<file path="src/shared/touch_key_regs.svh">
`ifndef TOUCH_KEY_REGS_SVH
`define TOUCH_KEY_REGS_SVH

// register indices on the plain register port
`define TK_ADDR_CTRL 4'h0
`define TK_ADDR_START 4'h1
`define TK_ADDR_SLOT_PRESET 4'h2
`define TK_ADDR_STATUS 4'h3
`define TK_ADDR_MASK 4'h4
`define TK_ADDR_CF_LO 4'h5
`define TK_ADDR_CF_HI 4'h6
`define TK_ADDR_FN_LO 4'h7
`define TK_ADDR_FN_HI 4'h8

// touch_module_control_one fields
`define TK_CTRL_SLOT_SEL 7
`define TK_CTRL_REF_EN 5
`define TK_CTRL_KEY_OSC_EN 4
`define TK_CTRL_K2_EN 1
`define TK_CTRL_K1_EN 0
`define TK_CTRL_WMASK 8'hB3
`define TK_CTRL_RESET 8'h00

// start register and status / mask layout
`define TK_START_BIT 0
`define TK_STAT_SLOT_OV 0
`define TK_STAT_CF_OV 1
`define TK_STAT_FN_OV 2
`define TK_STAT_WIDTH 3
`define TK_STAT_RESET 3'h0
`define TK_SLOT_PRESET_RESET 8'h00

// counter terminal values
`define TK_SYS_DIV_LAST 2'h3
`define TK_UNIT_LAST 5'h1F
`define TK_SLOT_LAST 8'hFF

`endif

</file>
<file path="src/shared/touch_key_pkg.sv">
package touch_key_pkg;

  // gray sequence idle -> run -> done
  typedef enum logic [1:0] {
    ST_IDLE = 2'b00,
    ST_RUN = 2'b01,
    ST_DONE = 2'b11
  } window_state_e;

  typedef logic [15:0] count16_t;

endpackage : touch_key_pkg

</file>
<file path="src/rtl/touch_key_cf_measurement.sv">
// Notes on behaviour
// - slot clock: reference osc, or system/4
// - oscillators run only while enabled
// - each key measured only when enabled
// - control bits 6,3,2 read zero
// - count sense cycles over fixed window
// - one sense oscillator per key
// - start low zeroes counters, keeps slot
// - start rising switches all counters on
// - start rising enables, synchronises oscillators
// - slot overflow stops oscillators and counters
// - slot overflow raises the touch interrupt
// - interrupt clears all four counters
// - software presets slot overflow time first
// - sticky slot overflow flag, software clears
// - sticky frequency counter overflow flag
// - sticky function counter overflow flag
//
// The implementer's own choices: the placing of the registers and strobed register access.
`timescale 1ns/10ps
`include "touch_key_regs.svh"

module touch_key_cf_measurement
  import touch_key_pkg::*;
(
  input wire logic i_core_clk,
  input wire logic i_rst_n,
  input wire logic [3:0] i_addr,
  input wire logic [7:0] i_wdata,
  input wire logic i_wr,
  input wire logic i_rd,
  output logic [7:0] o_rdata,
  output logic o_irq,
  input wire logic i_ref_osc,
  input wire logic i_first_key_input,
  input wire logic i_second_key_input,
  output logic o_ref_osc_en,
  output logic [1:0] o_key_osc_en,
  output logic o_osc_sync,
  output logic o_window_active
);

  ////////////////////////////////////////////////////////////////////////////
  // state

  window_state_e state_q, state_d;
  logic [7:0] ctrl_q, ctrl_d;
  logic start_q, start_d;
  logic start_prev_q, start_prev_d;
  logic [7:0] slot_preset_q, slot_preset_d;
  logic [`TK_STAT_WIDTH-1:0] stat_q, stat_d;
  logic [`TK_STAT_WIDTH-1:0] mask_q, mask_d;
  logic [1:0] sys_div_q, sys_div_d;
  logic [4:0] unit_q, unit_d;
  logic [7:0] slot_q, slot_d;
  count16_t cf_q, cf_d;
  count16_t fn_q, fn_d;
  count16_t cf_result_q, cf_result_d;
  count16_t fn_result_q, fn_result_d;
  logic ref_prev_q, ref_prev_d;
  logic [1:0] key_prev_q, key_prev_d;
  logic [7:0] rdata_q, rdata_d;
  logic irq_q, irq_d;
  logic ref_en_q, ref_en_d;
  logic [1:0] key_en_q, key_en_d;
  logic sync_q, sync_d;
  // window flag gets its own flop so the pin is not a gate after the registers
  logic active_q, active_d;

  // events of the current cycle
  logic start_rise;
  logic sys_tick;
  logic ref_edge;
  logic slot_tick;
  logic unit_wrap;
  logic slot_ovf;
  logic [1:0] key_edge;
  logic [16:0] cf_sum;
  logic [16:0] fn_sum;
  logic cf_carry;
  logic fn_carry;
  logic running;
  logic [`TK_STAT_WIDTH-1:0] stat_clr;

  ////////////////////////////////////////////////////////////////////////////
  // next-state logic

  always_comb begin
    state_d = state_q;
    ctrl_d = ctrl_q;
    start_d = start_q;
    start_prev_d = start_q;
    slot_preset_d = slot_preset_q;
    mask_d = mask_q;
    sys_div_d = sys_div_q + 2'h1;
    unit_d = unit_q;
    slot_d = slot_q;
    cf_d = cf_q;
    fn_d = fn_q;
    cf_result_d = cf_result_q;
    fn_result_d = fn_result_q;
    ref_prev_d = i_ref_osc;
    key_prev_d = {i_second_key_input, i_first_key_input};
    rdata_d = 8'h00;
    stat_clr = '0;

    running = (state_q == ST_RUN) && start_q;
    start_rise = start_q && !start_prev_q && (state_q == ST_IDLE);
    sys_tick = (sys_div_q == `TK_SYS_DIV_LAST);
    // oscillator is stopped outside the window, so its pin is only trusted while running
    ref_edge = i_ref_osc && !ref_prev_q && ref_en_q;
    slot_tick = running && (ctrl_q[`TK_CTRL_SLOT_SEL] ? sys_tick : ref_edge);
    unit_wrap = slot_tick && (unit_q == `TK_UNIT_LAST);
    slot_ovf = unit_wrap && (slot_q == `TK_SLOT_LAST);

    // one sense oscillator per key, each gated by its own enable
    key_edge[0] = i_first_key_input && !key_prev_q[0] && key_en_q[0];
    key_edge[1] = i_second_key_input && !key_prev_q[1] && key_en_q[1];
    // both keys may edge in the same cycle, and each edge adds exactly one
    cf_sum = {1'b0, cf_q} + {16'h0000, key_edge[0]}
             + {16'h0000, key_edge[1]};
    fn_sum = {1'b0, fn_q} + {16'h0000, sys_tick};
    cf_carry = running && cf_sum[16];
    fn_carry = running && fn_sum[16];

    // register writes
    if (i_wr) begin
      unique case (i_addr)
        `TK_ADDR_CTRL: ctrl_d = i_wdata & `TK_CTRL_WMASK;
        `TK_ADDR_START: start_d = i_wdata[`TK_START_BIT];
        `TK_ADDR_SLOT_PRESET: slot_preset_d = i_wdata;
        `TK_ADDR_STATUS: stat_clr = i_wdata[`TK_STAT_WIDTH-1:0];
        `TK_ADDR_MASK: mask_d = i_wdata[`TK_STAT_WIDTH-1:0];
        default: ;
      endcase
    end

    // window sequencing
    unique case (state_q)
      ST_IDLE: begin
        if (start_rise) begin
          state_d = ST_RUN;
          slot_d = slot_preset_d;
          cf_result_d = 16'h0000;
          fn_result_d = 16'h0000;
        end
      end
      ST_RUN: begin
        if (!start_q) begin
          state_d = ST_IDLE;
        end else if (slot_ovf) begin
          state_d = ST_DONE;
        end
      end
      ST_DONE: begin
        if (!start_q) begin
          state_d = ST_IDLE;
        end
      end
      default: state_d = ST_IDLE;
    endcase

    if (running) begin
      if (slot_tick) begin
        unit_d = unit_q + 5'h01;
      end
      if (unit_wrap) begin
        slot_d = slot_q + 8'h01;
      end
      cf_d = cf_sum[15:0];
      fn_d = fn_sum[15:0];
    end

    if (slot_ovf) begin
      // latch the count before clearing so software can still judge the touch
      cf_result_d = cf_sum[15:0];
      fn_result_d = fn_sum[15:0];
      cf_d = 16'h0000;
      fn_d = 16'h0000;
      unit_d = 5'h00;
      slot_d = 8'h00;
    end

    if (!start_q) begin
      // slot counter is left alone here
      cf_d = 16'h0000;
      fn_d = 16'h0000;
      unit_d = 5'h00;
    end

    // sticky flags: a set in the clearing cycle wins
    stat_d = stat_q & ~stat_clr;
    stat_d[`TK_STAT_SLOT_OV] = stat_d[`TK_STAT_SLOT_OV] | slot_ovf;
    stat_d[`TK_STAT_CF_OV] = stat_d[`TK_STAT_CF_OV] | cf_carry;
    stat_d[`TK_STAT_FN_OV] = stat_d[`TK_STAT_FN_OV] | fn_carry;
    irq_d = |(stat_d & mask_d);

    // oscillators follow their enables and stop at overflow
    ref_en_d = ctrl_d[`TK_CTRL_REF_EN] && (state_d == ST_RUN);
    key_en_d[0] = ctrl_d[`TK_CTRL_KEY_OSC_EN] && ctrl_d[`TK_CTRL_K1_EN]
                  && (state_d == ST_RUN);
    key_en_d[1] = ctrl_d[`TK_CTRL_KEY_OSC_EN] && ctrl_d[`TK_CTRL_K2_EN]
                  && (state_d == ST_RUN);
    sync_d = start_rise;
    active_d = (state_d == ST_RUN);

    // register reads
    if (i_rd) begin
      unique case (i_addr)
        `TK_ADDR_CTRL: rdata_d = ctrl_q & `TK_CTRL_WMASK;
        `TK_ADDR_START: rdata_d = {7'h00, start_q};
        `TK_ADDR_SLOT_PRESET: rdata_d = slot_preset_q;
        `TK_ADDR_STATUS: rdata_d = {5'h00, stat_q};
        `TK_ADDR_MASK: rdata_d = {5'h00, mask_q};
        `TK_ADDR_CF_LO: rdata_d = cf_result_q[7:0];
        `TK_ADDR_CF_HI: rdata_d = cf_result_q[15:8];
        `TK_ADDR_FN_LO: rdata_d = fn_result_q[7:0];
        `TK_ADDR_FN_HI: rdata_d = fn_result_q[15:8];
        default: rdata_d = 8'h00;
      endcase
    end
  end

  ////////////////////////////////////////////////////////////////////////////
  // registers

  always_ff @(posedge i_core_clk) begin
    if (!i_rst_n) begin
      state_q <= ST_IDLE;
      ctrl_q <= `TK_CTRL_RESET;
      start_q <= 1'b0;
      start_prev_q <= 1'b0;
      slot_preset_q <= `TK_SLOT_PRESET_RESET;
      stat_q <= `TK_STAT_RESET;
      mask_q <= `TK_STAT_RESET;
      sys_div_q <= 2'h0;
      unit_q <= 5'h00;
      slot_q <= 8'h00;
      cf_q <= 16'h0000;
      fn_q <= 16'h0000;
      cf_result_q <= 16'h0000;
      fn_result_q <= 16'h0000;
      ref_prev_q <= 1'b0;
      key_prev_q <= 2'h0;
      rdata_q <= 8'h00;
      irq_q <= 1'b0;
      ref_en_q <= 1'b0;
      key_en_q <= 2'h0;
      sync_q <= 1'b0;
      active_q <= 1'b0;
    end else begin
      state_q <= state_d;
      ctrl_q <= ctrl_d;
      start_q <= start_d;
      start_prev_q <= start_prev_d;
      slot_preset_q <= slot_preset_d;
      stat_q <= stat_d;
      mask_q <= mask_d;
      sys_div_q <= sys_div_d;
      unit_q <= unit_d;
      slot_q <= slot_d;
      cf_q <= cf_d;
      fn_q <= fn_d;
      cf_result_q <= cf_result_d;
      fn_result_q <= fn_result_d;
      ref_prev_q <= ref_prev_d;
      key_prev_q <= key_prev_d;
      rdata_q <= rdata_d;
      irq_q <= irq_d;
      ref_en_q <= ref_en_d;
      key_en_q <= key_en_d;
      sync_q <= sync_d;
      active_q <= active_d;
    end
  end

  assign o_rdata = rdata_q;
  assign o_irq = irq_q;
  assign o_ref_osc_en = ref_en_q;
  assign o_key_osc_en = key_en_q;
  assign o_osc_sync = sync_q;
  assign o_window_active = active_q;
endmodule : touch_key_cf_measurement

</file>
<file path="config.mk">
export PLATFORM = sky130hd
export DESIGN_NAME = touch_key_cf_measurement
export DESIGN_NICKNAME = d
export VERILOG_FILES = /design/src/shared/touch_key_pkg.sv /design/src/rtl/touch_key_cf_measurement.sv
export VERILOG_INCLUDE_DIRS = /design/src /design/src/shared
export SDC_FILE = /design/constraint.sdc
export NUM_CORES = 1
export LEC_CHECK = 0
export ABC_AREA = 1
export BUFFER_PORTS_ARGS = -buffer_cell sky130_fd_sc_hd__buf_2
export CORE_MARGIN = 10
export CORE_UTILIZATION = 29
export CTS_CLUSTER_SIZE = 28
export DETAILED_ROUTE_END_ITERATION = 16
export HOLD_SLACK_MARGIN = 0.15
export PLACE_DENSITY = 0.51
export SLEW_MARGIN = 0
export SYNTH_ARGS = -nofsm -noshare
export SYNTH_HDL_FRONTEND = slang
export SYNTH_SLANG_ARGS = --single-unit
</file>
<file path="constraint.sdc">
create_clock -name i_core_clk -period 4.8 [get_ports i_core_clk]
set_clock_uncertainty 0.2 [all_clocks]
set_input_delay 0.48 -clock i_core_clk [delete_from_list [all_inputs] [get_ports i_core_clk]]
set_output_delay 0.48 -clock i_core_clk [all_outputs]
set_load 0.1 [all_outputs]
</file>
Yosys cells after proc, flatten, opt, wreduce, memory -nomap -nowiden
Index checks and enable logic that the tools add are counted.
{ "classes": {"n_bitwise": 8, "reduce_logical": 35, "n_mux": 23, "add_sub_neg": 6, "n_eq_ne": 14} }
{ "ops": {"columns": ["op", "count"], "rows": [
  ["one-hot mux 8 bit (9 select lines)", 1],
  ["2-to-1 mux 16 bit", 4],
  ["2-to-1 mux 8 bit", 6],
  ["adder 16 x 1 -> 17 bit", 2],
  ["logical AND 1 bit", 19],
  ["adder 17 x 1 -> 17 bit", 1],
  ["== test 4 x 3 -> 1 bit, second input constant", 4],
  ["2-to-1 mux 3 bit", 4],
  ["2-to-1 mux 6 bit", 2],
  ["AND reduction 2 bit", 5],
  ["adder 8 x 1 -> 8 bit, second input constant", 1],
  ["== test 4 x 2 -> 1 bit, second input constant", 2],
  ["== test 8 bit, second input constant", 1],
  ["2-to-1 mux 2 bit", 4],
  ["bitwise AND 3 bit", 2],
  ["one-hot mux 2 bit (3 select lines)", 1],
  ["OR reduction 3 bit", 2],
  ["adder 5 x 1 -> 5 bit, second input constant", 1],
  ["== test 5 bit, second input constant", 1],
  ["== test 2 x 1 -> 1 bit, second input constant", 2],
  ["== test 2 bit, second input constant", 2],
  ["== test 4 x 1 -> 1 bit, second input constant", 1],
  ["== test 4 bit, second input constant", 1],
  ["logical NOT 1 bit", 4],
  ["9 further kinds", 13]
]} }
{ "word_totals": {"output_inout_bits": 14, "register_bits": 119, "elab_cells": 109, "in_bits": 19} }

Logic depth before layout (Yosys ltp)
Gate-level depths: netlist (run 1).
{ "logic_depth": {"depth_word": 12, "depth_mapped": 12, "ltp_nobuf": 12} }

Least setup slack after synthesis (run 1)
No wires, ideal clock.
{ "synth_timing": {"path_type": "reg-to-reg", "start": "reg key_en_q[1] (netlist: o_key_osc_en[1])", "end": "reg cf_result_q[12]", "period_less_slack_ns": 2.933, "path_stages_with_launch": 13, "n_path_buf": 0, "setup_slack_ns": 1.867, "arrival_time_ns": 2.665, "path_cell_list": "dfxtp_1 nand3b_1 fa_1 inv_1 ha_1 nand2_1 nor2_1 nand2_1 nor2_1 nand2_1 nand2_1 nand2_1 a21oi_2"} }
{ "synth_between": {"elab_chain_cells": 3} }
{ "synth_rtl": {"columns": ["item", "line", "text"], "rows": [
  ["start, declared", "touch_key_cf_measurement.sv:65", "logic [1:0] key_en_q, key_en_d;"],
  ["start signal, assigned", "touch_key_cf_measurement.sv:271", "key_en_q <= key_en_d;"],
  ["logical AND 1 bit", "touch_key_cf_measurement.sv:118", "key_edge[1] = i_second_key_input && !key_prev_q[1] && key_en_q[1];"],
  ["adder 17 x 1 -> 17 bit", "touch_key_cf_measurement.sv:121", "+ {16'h0000, key_edge[1]};"],
  ["2-to-1 mux 16 bit", "touch_key_cf_measurement.sv:174", "if (slot_ovf) begin"],
  ["end signal, assigned", "touch_key_cf_measurement.sv:264", "cf_result_q <= cf_result_d;"],
  ["end, declared", "touch_key_cf_measurement.sv:58", "count16_t cf_result_q, cf_result_d;"]
]} }
Every way passes these cells.
A chain may end at the register's enable or synchronous reset.

Final worst setup path (run 1)
{ "layout_timing": {"start": "in i_second_key_input", "end": "reg irq_q (netlist: o_irq)"} }
{ "layout_between": {"elab_chain_cells": 7} }
{ "layout_rtl": {"columns": ["item", "line", "text"], "rows": [
  ["start, declared", "touch_key_cf_measurement.sv:36", "input wire logic i_second_key_input,"],
  ["logical AND 1 bit (2 in a row)", "touch_key_cf_measurement.sv:118", null],
  ["adder 17 x 1 -> 17 bit", "touch_key_cf_measurement.sv:121", null],
  ["logical AND 1 bit", "touch_key_cf_measurement.sv:123", "cf_carry = running && cf_sum[16];"],
  ["OR 1 bit", "touch_key_cf_measurement.sv:194", "stat_d[`TK_STAT_CF_OV] = stat_d[`TK_STAT_CF_OV] | cf_carry;"],
  ["bitwise AND 3 bit", "touch_key_cf_measurement.sv:196", "irq_d = |(stat_d & mask_d);"],
  ["OR reduction 3 bit", "touch_key_cf_measurement.sv:196", null],
  ["end signal, assigned", "touch_key_cf_measurement.sv:269", "irq_q <= irq_d;"],
  ["end, declared", "touch_key_cf_measurement.sv:63", "logic irq_q, irq_d;"]
]} }
Every way passes these cells.

==> flow_summary.ini, run 1 <==
[status]
status = finished clean

[power]
max-vdd-ir-drop_v = 0.000161
cellPowerDensity_nw_per_um2 = 352
total_power_mw = 2.41
power.leakage_nw = 2.61

[clock_tree]
clock_latency_ns = 0.42
clockBufferDepth = 2
cts_resized = 0
clk_root_buffer_cell = clkbuf_16
cts_sinks = 119
cts_buffers = 17
cts_tree = yes
cts_setup_buffers = 0
hold_buffers = 8
cts_max_level = 4
clk_pin_slew_ns = 0.06

[routing]
wl_per_cell_um = 13.6
dr.pass1.iters = 5
drcViolationCount = 0
vias = 5257
vias_per_cell = 4.60
antenna_left = 0
wirelength_um = 15500
first_iter_violations = 387

[synthesis]
syn_area_um2 = 5800
syn_nets = 860
yosysWarningCount = 0
synthCells = 833
synth_area_leaders = dfxtp_1 (41%), nand2_1 (18%), a21oi_1 (6.8%)
synth_area_leader_cell = dfxtp_1
seq_area_frac_synth = 0.411
avgSynthCellArea_um2 = 6.96
synthTopCellsByCount = nand2_1 (274), dfxtp_1 (119), a21oi_1 (79)
synth-async-reset-ratio = 0
synth.top_cell.area_share = 0.411
synth_seq_cells = 119
synth-edff-count = 0
synth_cell_types = 41
yosysMostFrequentCell = nand2_1
synthFlopType = dfxtp_1

[floorplanning]
ios = 33
core_um2 = 19600
die_h_um = 161
die_area_um2 = 26100
dieWidth_um = 161
start_util = 0.296
row_count = 51

[worst_setup_path]
worst_ep_arrival_time_ns = 2.95
cp.required_ns = 4.97
cp-end-kind = flip-flop
crit_type = primary input to flip-flop
cp_max_fo = 6
cp_slowest_stage_delay_ns = 0.52
crit_path_frequent_cell = nand2_1
crit_path_start_kind = primary input
cp_cell_sequence = dlygate4sd3_1 -> buf_2 -> nand3b_1 -> fa_1 -> inv_1 -> ha_1 -> nand2_1 -> nor2_1 -> nand2_1 -> nor2_1 -> nand3_1 -> nand2_1 -> nand2_1 -> nand3_1
cpMaxStageDelayCell = dlygate4sd3_1

[job]
maxCapViolCount = 0

[cells_and_area]
diodes = 0
final_net_count = 891
syn_to_final_growth_pct = 18.1
nFillCells = 2122
fin_area_um2 = 6850
post_route_cells_drive_above_1_share = 0.125

[sta]
period_share = 0.579
slew_violations = 0
clock.fmax_mhz = 360
fin_crit_ns = 2.78
rsz0062_at_grt = false
worst_pin_slew_ns = 1.06
hold_violations = 0
setup_viol = 0
relSlewSlack = 0.291
setup_tns_ns = 0

[global_routing]
grt.overflow.total = 0
grt_max_degree = 40
grt_pass1_vias = 5035
grt_usage = 0.122
grt_pass1_wl_um = 25800
grt_antenna_before_repair = 0

[place]
port_buffers = 32
dpl_cell_area_um2 = 6140
hpwl_um = 11000
place.gp.congestion = 0.864

[min_path]
hold_path.class = primary input to flip-flop
## path summary, 6_finish.rpt
kind	startpoint	endpoint	slack, ns	cells after the start
setup / recovery	i_second_key_input	o_irq	2.02	14
hold / removal	i_wdata[2]	slot_preset_q[2]	0.17	3
setup reg to reg	unit_q[0]	unit_q[0]	2.23	7
hold reg to reg	sys_div_q[0]	sys_div_q[0]	0.23	1
## where the power goes
| group | internal [mW] | switching, mW |
|---|---|---|
| sequential | 0.994 | 0.00274 |
| combinational | 0.0200 | 0.0432 |
| clock | 0.872 | 0.478 |
| total | 1.89 | 0.524 |
## logic make-up (layout without fill, tap and decap cells)
family / Yosys count / in the layout / synth area share
adder cells (fa/ha/maj): 8 / 8 / 0.0185
buffers and inverters: 100 / 144 / 0.0746
flip-flops: 119 / 119 / 0.411
AO/OA/AOI/OAI: 122 / 122 / 0.119
XOR/XNOR: 19 / 19 / 0.0287
AND/OR/NAND/NOR: 465 / 465 / 0.349
## through the flow
step | util | std cells | hold slack [ns] | worst slack, ns
6_report | 0.350 | 1142 | 0.167 | 2.02
5_1_grt | 0.350 | 1142 | 0.185 | 1.68
4_1_cts | 0.350 | 1142 | 0.153 | 2.01
3_5_place_dp | 0.314 | 1102 | 0.221 | 2.11
3_3_place_gp | 0.314 | 1102 | 0.221 | 2.13
2_1_floorplan | - | 833 | 0.199 | 1.87
## critical path: cells and delay by family
family | cells | cell delay [ns]
buf+inv | 3 | 0.70
simple gates | 9 | 1.06
fa+ha+maj | 2 | 0.71
## flip-flops by register name (all words and copies together), names as in the netlist, 5 cells and up
signal / cells
fn_result_q: 16
slot_preset_q: 8
cf_q: 16
slot_q: 8
unit_q: 5
o_rdata: 8
ctrl_q: 5
cf_result_q: 16
fn_q: 16
## routing by layer
metal / routed length (µm) / vias to the layer above / track usage
met5: 0 / - / 0
met4: 209 / 0 / 0.0459
met3: 650 / 14 / 0.0300
met2: 6700 / 83 / 0.181
met1: 7920 / 2407 / 0.166
li1: - / 2753 / -
## layout make-up
cell class                      count  area [µm²]  area share
Clock buffer                       22         484      0.0707
Clock inverter                     10         143      0.0208
Inverter                           69         259      0.0378
Multi-Input combinational cell    614        2990       0.436
Sequential cell                   119        2380       0.348
Tap cell                          265         332      0.0484
Timing Repair Buffer               43         263      0.0384
## cell usage in the layout, fill, tap and decap left out, types with 4 or more instances in the layout
master	instances
nand2_1	274
dfxtp_1	119
a21oi_1	79
nand3_1	73
nor2_1	71
inv_1	65
buf_2	32
clkbuf_16	17
o21ai_0	16
a21oi_2	15
xor2_1	12
nor3_1	9
nand4_1	9
dlygate4sd3_1	8
xnor2_1	7
ha_1	7
o21ai_1	6
nand2_2	5
or2_2	5
inv_2	4
nor2_2	4
clkbuf_8	4
clkinvlp_4	4
Power figures use the tool's default switching activity.
==> run 2: changes to the inputs <==
- PLACE_DENSITY: 0.51 -> 0.52
- clock period: 4.8 -> 2.53 ns (I/O delays scaled with it)
==> flow_summary.ini, run 2 (synthesis gave the netlist of run 1 again) <==
[cells_and_area]
utilization = 0.364
final_cell_mix = nand2_1 (273), dfxtp_1 (117), a21oi_1 (79)
final_common_cell = nand2_1
nFillCells = 2105
final_net_count = 918
final_cells = 1169
multi_input_area_um2 = 3010
area.sequential_um2 = 2390
post_route_cells_drive_above_1_share = 0.139
diodes = 0
syn_to_final_growth_pct = 22.8

[sta]
period_share = 0.919
worst_pin_slew_ns = 0.623
rsz0062_at_grt = false
fin_crit_ns = 2.32
setup_tns_ns = 0
hold_violations = 0
slew_violations = 0
clock.fmax_mhz = 430
fin_ws_ns = 0.206
relSlewSlack = 0.583
setup_viol = 0

[clock_tree]
clk_root_buffer_cell = clkbuf_16
cts_setup_buffers = 0
clock_latency_ns = 0.41
cts_sinks = 119
cts_tree = yes
clk_pin_slew_ns = 0.06
cts_buffers = 17
clockBufferDepth = 2
cts_max_level = 4

[routing]
dr.pass1.iters = 5
wl_per_cell_um = 13.6
first_iter_violations = 358
wirelength_um = 15800
vias = 5379
drcViolationCount = 0
vias_per_cell = 4.60
antenna_left = 0

[min_path]
worstHoldPathCells = 1
hold_path.class = flip-flop to flip-flop

[worst_setup_path]
cp_max_fo = 11
critical_path.endpoint = ctrl_q[7]
worst_ep_arrival_time_ns = 2.41
cp-end-kind = flip-flop
r2r_end = o_irq
cp.required_ns = 2.61
crit_path_start_kind = primary input
setup.worst_path.start = i_addr[1]
reg2reg_from = key_prev_q[1]
crit_type = primary input to flip-flop
reg2reg_slack_ns = 0.35
r2r_cells = 12

[place]
port_buffers = 32
place.gp.congestion = 0.815
place_ws_ns = 0.292
placed_cells = 1114
hpwl_um = 11300

[global_routing]
grt_antenna_before_repair = 0
grt.overflow.total = 0
grt_pass1_wl_um = 26900
grt_max_degree = 39
grt_pass1_vias = 5211
grt_usage = 0.126

[power]
power.leakage_nw = 2.73
total_power_mw = 4.48
max-vdd-ir-drop_v = 0.000311
cellPowerDensity_nw_per_um2 = 629

[floorplanning]
core_um2 = 19600
die_h_um = 161
ios = 33
row_count = 51
die_area_um2 = 26100
dieWidth_um = 161
start_util = 0.296

[status]
status = finished clean

[job]
maxCapViolCount = 0
==> run 2: cell types whose count changed in the layout (fill, tap and decap cells not counted), moves of 2 or more <==
cell           previous run  this run
buf_12                    0         3
buf_4                     3        12
clkbuf_1                  1         3
clkbuf_8                  4         1
clkinvlp_4                4         6
dfxtp_1                 119       117
dfxtp_4                   0         2
dlygate4sd3_1             8        23
nor2_1                   71        69
==> run 2: worst min path at each step <==
| stage | startpoint | endpoint | slack, ns |
|---|---|---|---|
| after floorplan | i_first_key_input | key_prev_q[0] | 0.15 |
| after global placement | sys_div_q[0] | sys_div_q[0] | 0.20 |
| after detailed placement | sys_div_q[0] | sys_div_q[0] | 0.22 |
| after CTS | sys_div_q[0] | sys_div_q[0] | 0.23 |
| after global routing | sys_div_q[0] | sys_div_q[0] | 0.27 |
| final | sys_div_q[0] | sys_div_q[0] | 0.23 |
==> run 2: timing repair <==
action / in CTS / in global routing
hold buffers: 23 / 0
endpoints found under the hold margin: 45 / 0
gates resized for setup: 0 / 5
setup endpoints to repair: 0 / 8
==> run 2: critical path, cell delays in order <==
cell and delay (ns):
dlygate4sd3_1 0.54, buf_2 0.16, nor2_1 0.20, nand3_1 0.38, o21ai_0 0.26, dlygate4sd3_1 0.57, a21oi_1 0.04
==> run 2: per-layer routing <==
metal  GRT usage  routed length, µm
met1       0.169               7990
met2       0.194               6910
met3      0.0259                685
met4      0.0467                269
met5           0                  0
==> run 2: power by group <==
| group | switching, mW | leakage (nW) | total (mW) | internal (mW) |
|---|---|---|---|---|
| Combinational | 0.0870 | 1.50 | 0.142 | 0.0553 |
| Clock | 0.878 | 0.272 | 2.45 | 1.57 |
| Sequential | 0.00533 | 0.962 | 1.89 | 1.88 |
==> run 2: metrics by stage <==
stage          instance area [µm²]  hold slack (ns)
3_5_place_dp                  6280            0.218
5_1_grt                       7130            0.267
6_report                      7130            0.228
2_1_floorplan                 5810            0.146
4_1_cts                       7110            0.226
3_3_place_gp                  6280            0.205
==> run 2: layout make-up <==
| class | instances | share of cell area |
|---|---|---|
| clock buffer | 21 | 0.0632 |
| multi-input combinational | 614 | 0.422 |
| tap | 265 | 0.0465 |
| clock inverter | 11 | 0.0209 |
| sequential | 119 | 0.335 |
| inverter | 69 | 0.0363 |
| timing repair buffer | 70 | 0.0758 |
==> run 3: changes to the inputs <==
- BUFFER_PORTS_ARGS: -buffer_cell sky130_fd_sc_hd__buf_2 -> -buffer_cell sky130_fd_sc_hd__buf_4
==> flow_summary.ini, run 3 (synthesis gave the netlist of run 1 again) <==
[status]
status = finished clean

[floorplanning]
die_h_um = 161
row_count = 51
ios = 33
die_area_um2 = 26100
start_util = 0.296
core_um2 = 19600
dieWidth_um = 161

[routing]
dr.pass1.iters = 5
antenna_left = 0
drcViolationCount = 0
wl_per_cell_um = 13.4
vias_per_cell = 4.60
first_iter_violations = 386
wirelength_um = 15700
vias = 5375

[sta]
worst_pin_slew_ns = 0.605
rsz0062_at_grt = false
setup_tns_ns = 0
hold_violations = 0
worst_hold_slack_ns = 0.225
fin_ws_ns = 0.206
setup_viol = 0
clock.fmax_mhz = 430
period_share = 0.919
slew_violations = 0
fin_crit_ns = 2.32
relSlewSlack = 0.595

[cells_and_area]
final_cells = 1168
post_route_cells_drive_above_1_share = 0.138
nFillCells = 2132
final_cell_mix = nand2_1 (274), dfxtp_1 (117), a21oi_1 (79)
diodes = 0
syn_to_final_growth_pct = 22.4
fin_area_um2 = 7100
final_common_cell = nand2_1
final_net_count = 917

[global_routing]
grt_pass1_vias = 5152
grt_pass1_wl_um = 26500
grt.overflow.total = 0
grt_usage = 0.125
grt_antenna_before_repair = 0
grt_max_degree = 39

[place]
dpl_cell_area_um2 = 6350
port_buffers = 32
place.gp.congestion = 0.857
hpwl_um = 11300
placed_cells = 1115
place_ws_ns = 0.282

[worst_setup_path]
worst_ep_arrival_time_ns = 2.49
cp_cell_sequence = dlygate4sd3_1 -> buf_4 -> nand3b_1 -> fa_1 -> inv_1 -> ha_1 -> nand2_1 -> nor2_1 -> nand2_1 -> nor2_2 -> nand3_1 -> nand2_1 -> nand2_1 -> nand3_1
crit_path_start_kind = primary input
cpMaxStageDelayCell = dlygate4sd3_1
cp-end-kind = flip-flop
crit_type = primary input to flip-flop
cp_num_buf_inv = 3
cp_slowest_stage_delay_ns = 0.53
worstSetupPathDepth = 14
cp_max_fo = 3
crit_path_frequent_cell = nand2_1
cp.required_ns = 2.69
r2r_cells = 12
critPathTopFamily = simple AND/OR/NAND/NOR gates

[clock_tree]
cts_max_level = 4
cts_buffers = 17
clockBufferDepth = 2
clk_root_buffer_cell = clkbuf_16
clk_pin_slew_ns = 0.06
cts_sinks = 119
cts_setup_buffers = 0
cts_tree = yes
clock_latency_ns = 0.42

[power]
max-vdd-ir-drop_v = 0.000287
power.leakage_nw = 2.71
cellPowerDensity_nw_per_um2 = 594

[min_path]
hold_path.class = flip-flop to flip-flop
worstHoldPathCells = 1

[job]
maxCapViolCount = 0
run 3: cell count changes in the layout (fill, tap and decap cells not counted), moves of 2 or more:
cell           previous run  this run
buf_4                    12        46
buf_2                    32         0
clkinv_4                  0         4
bufinv_16                 3         0
clkinv_2                  1         4
clkinvlp_4                6         3
dlygate4sd3_1            23        21
run 3: per-stage QoR:
step,utilization,total power [mW]
floorplan,-,2.00
global placement,0.324,2.05
detailed placement,0.324,2.05
CTS,0.362,4.27
global route,0.363,4.37
finish,0.363,4.22
run 3: final timing paths:
path,from,to,slack (ns)
setup / recovery,i_second_key_input,o_irq,0.21
hold / removal,sys_div_q[0],sys_div_q[0],0.23
setup reg to reg,key_prev_q[1],o_irq,0.31
hold reg to reg,sys_div_q[0],sys_div_q[0],0.23
run 3: repair_timing:
item,in CTS,in global routing
endpoints found under the setup margin,0,5
endpoints found under the hold margin,45,0
hold buffers,21,0
resized for setup,0,1
run 3: cell type report:
type                       count  area (µm²)  share of cell area
multi-input combinational    614        2990               0.421
sequential                   119        2390               0.336
timing repair buffer          69         596              0.0838
clock buffer                  21         460              0.0648
tap                          265         332              0.0467
inverter                      69         259              0.0365
clock inverter                11        77.6              0.0109
run 3: worst register-to-register path: cells and delay by family (launching register included):
kind	cells	cell delay, ns
fa+ha+maj	2	0.61
buf+inv	1	0.08
flops	1	0.29
simple gates	9	1.00
run 3: layer usage:
layer  global-route usage  vias to the layer above  wire (µm)
met2                0.193                       97       6970
met4               0.0459                        0        238
met1                0.166                     2458       7900
met5                    0                        -          0
met3               0.0277                       18        598
li1                     -                     2802          -
run 3: power by group:
group	internal [mW]	total [mW]	switching, mW	leakage (nW)
registers	1.88	1.89	0.00522	0.962
logic	0.0618	0.150	0.0887	1.49
clock network	1.30	2.18	0.883	0.259
total	3.24	4.22	0.977	2.71
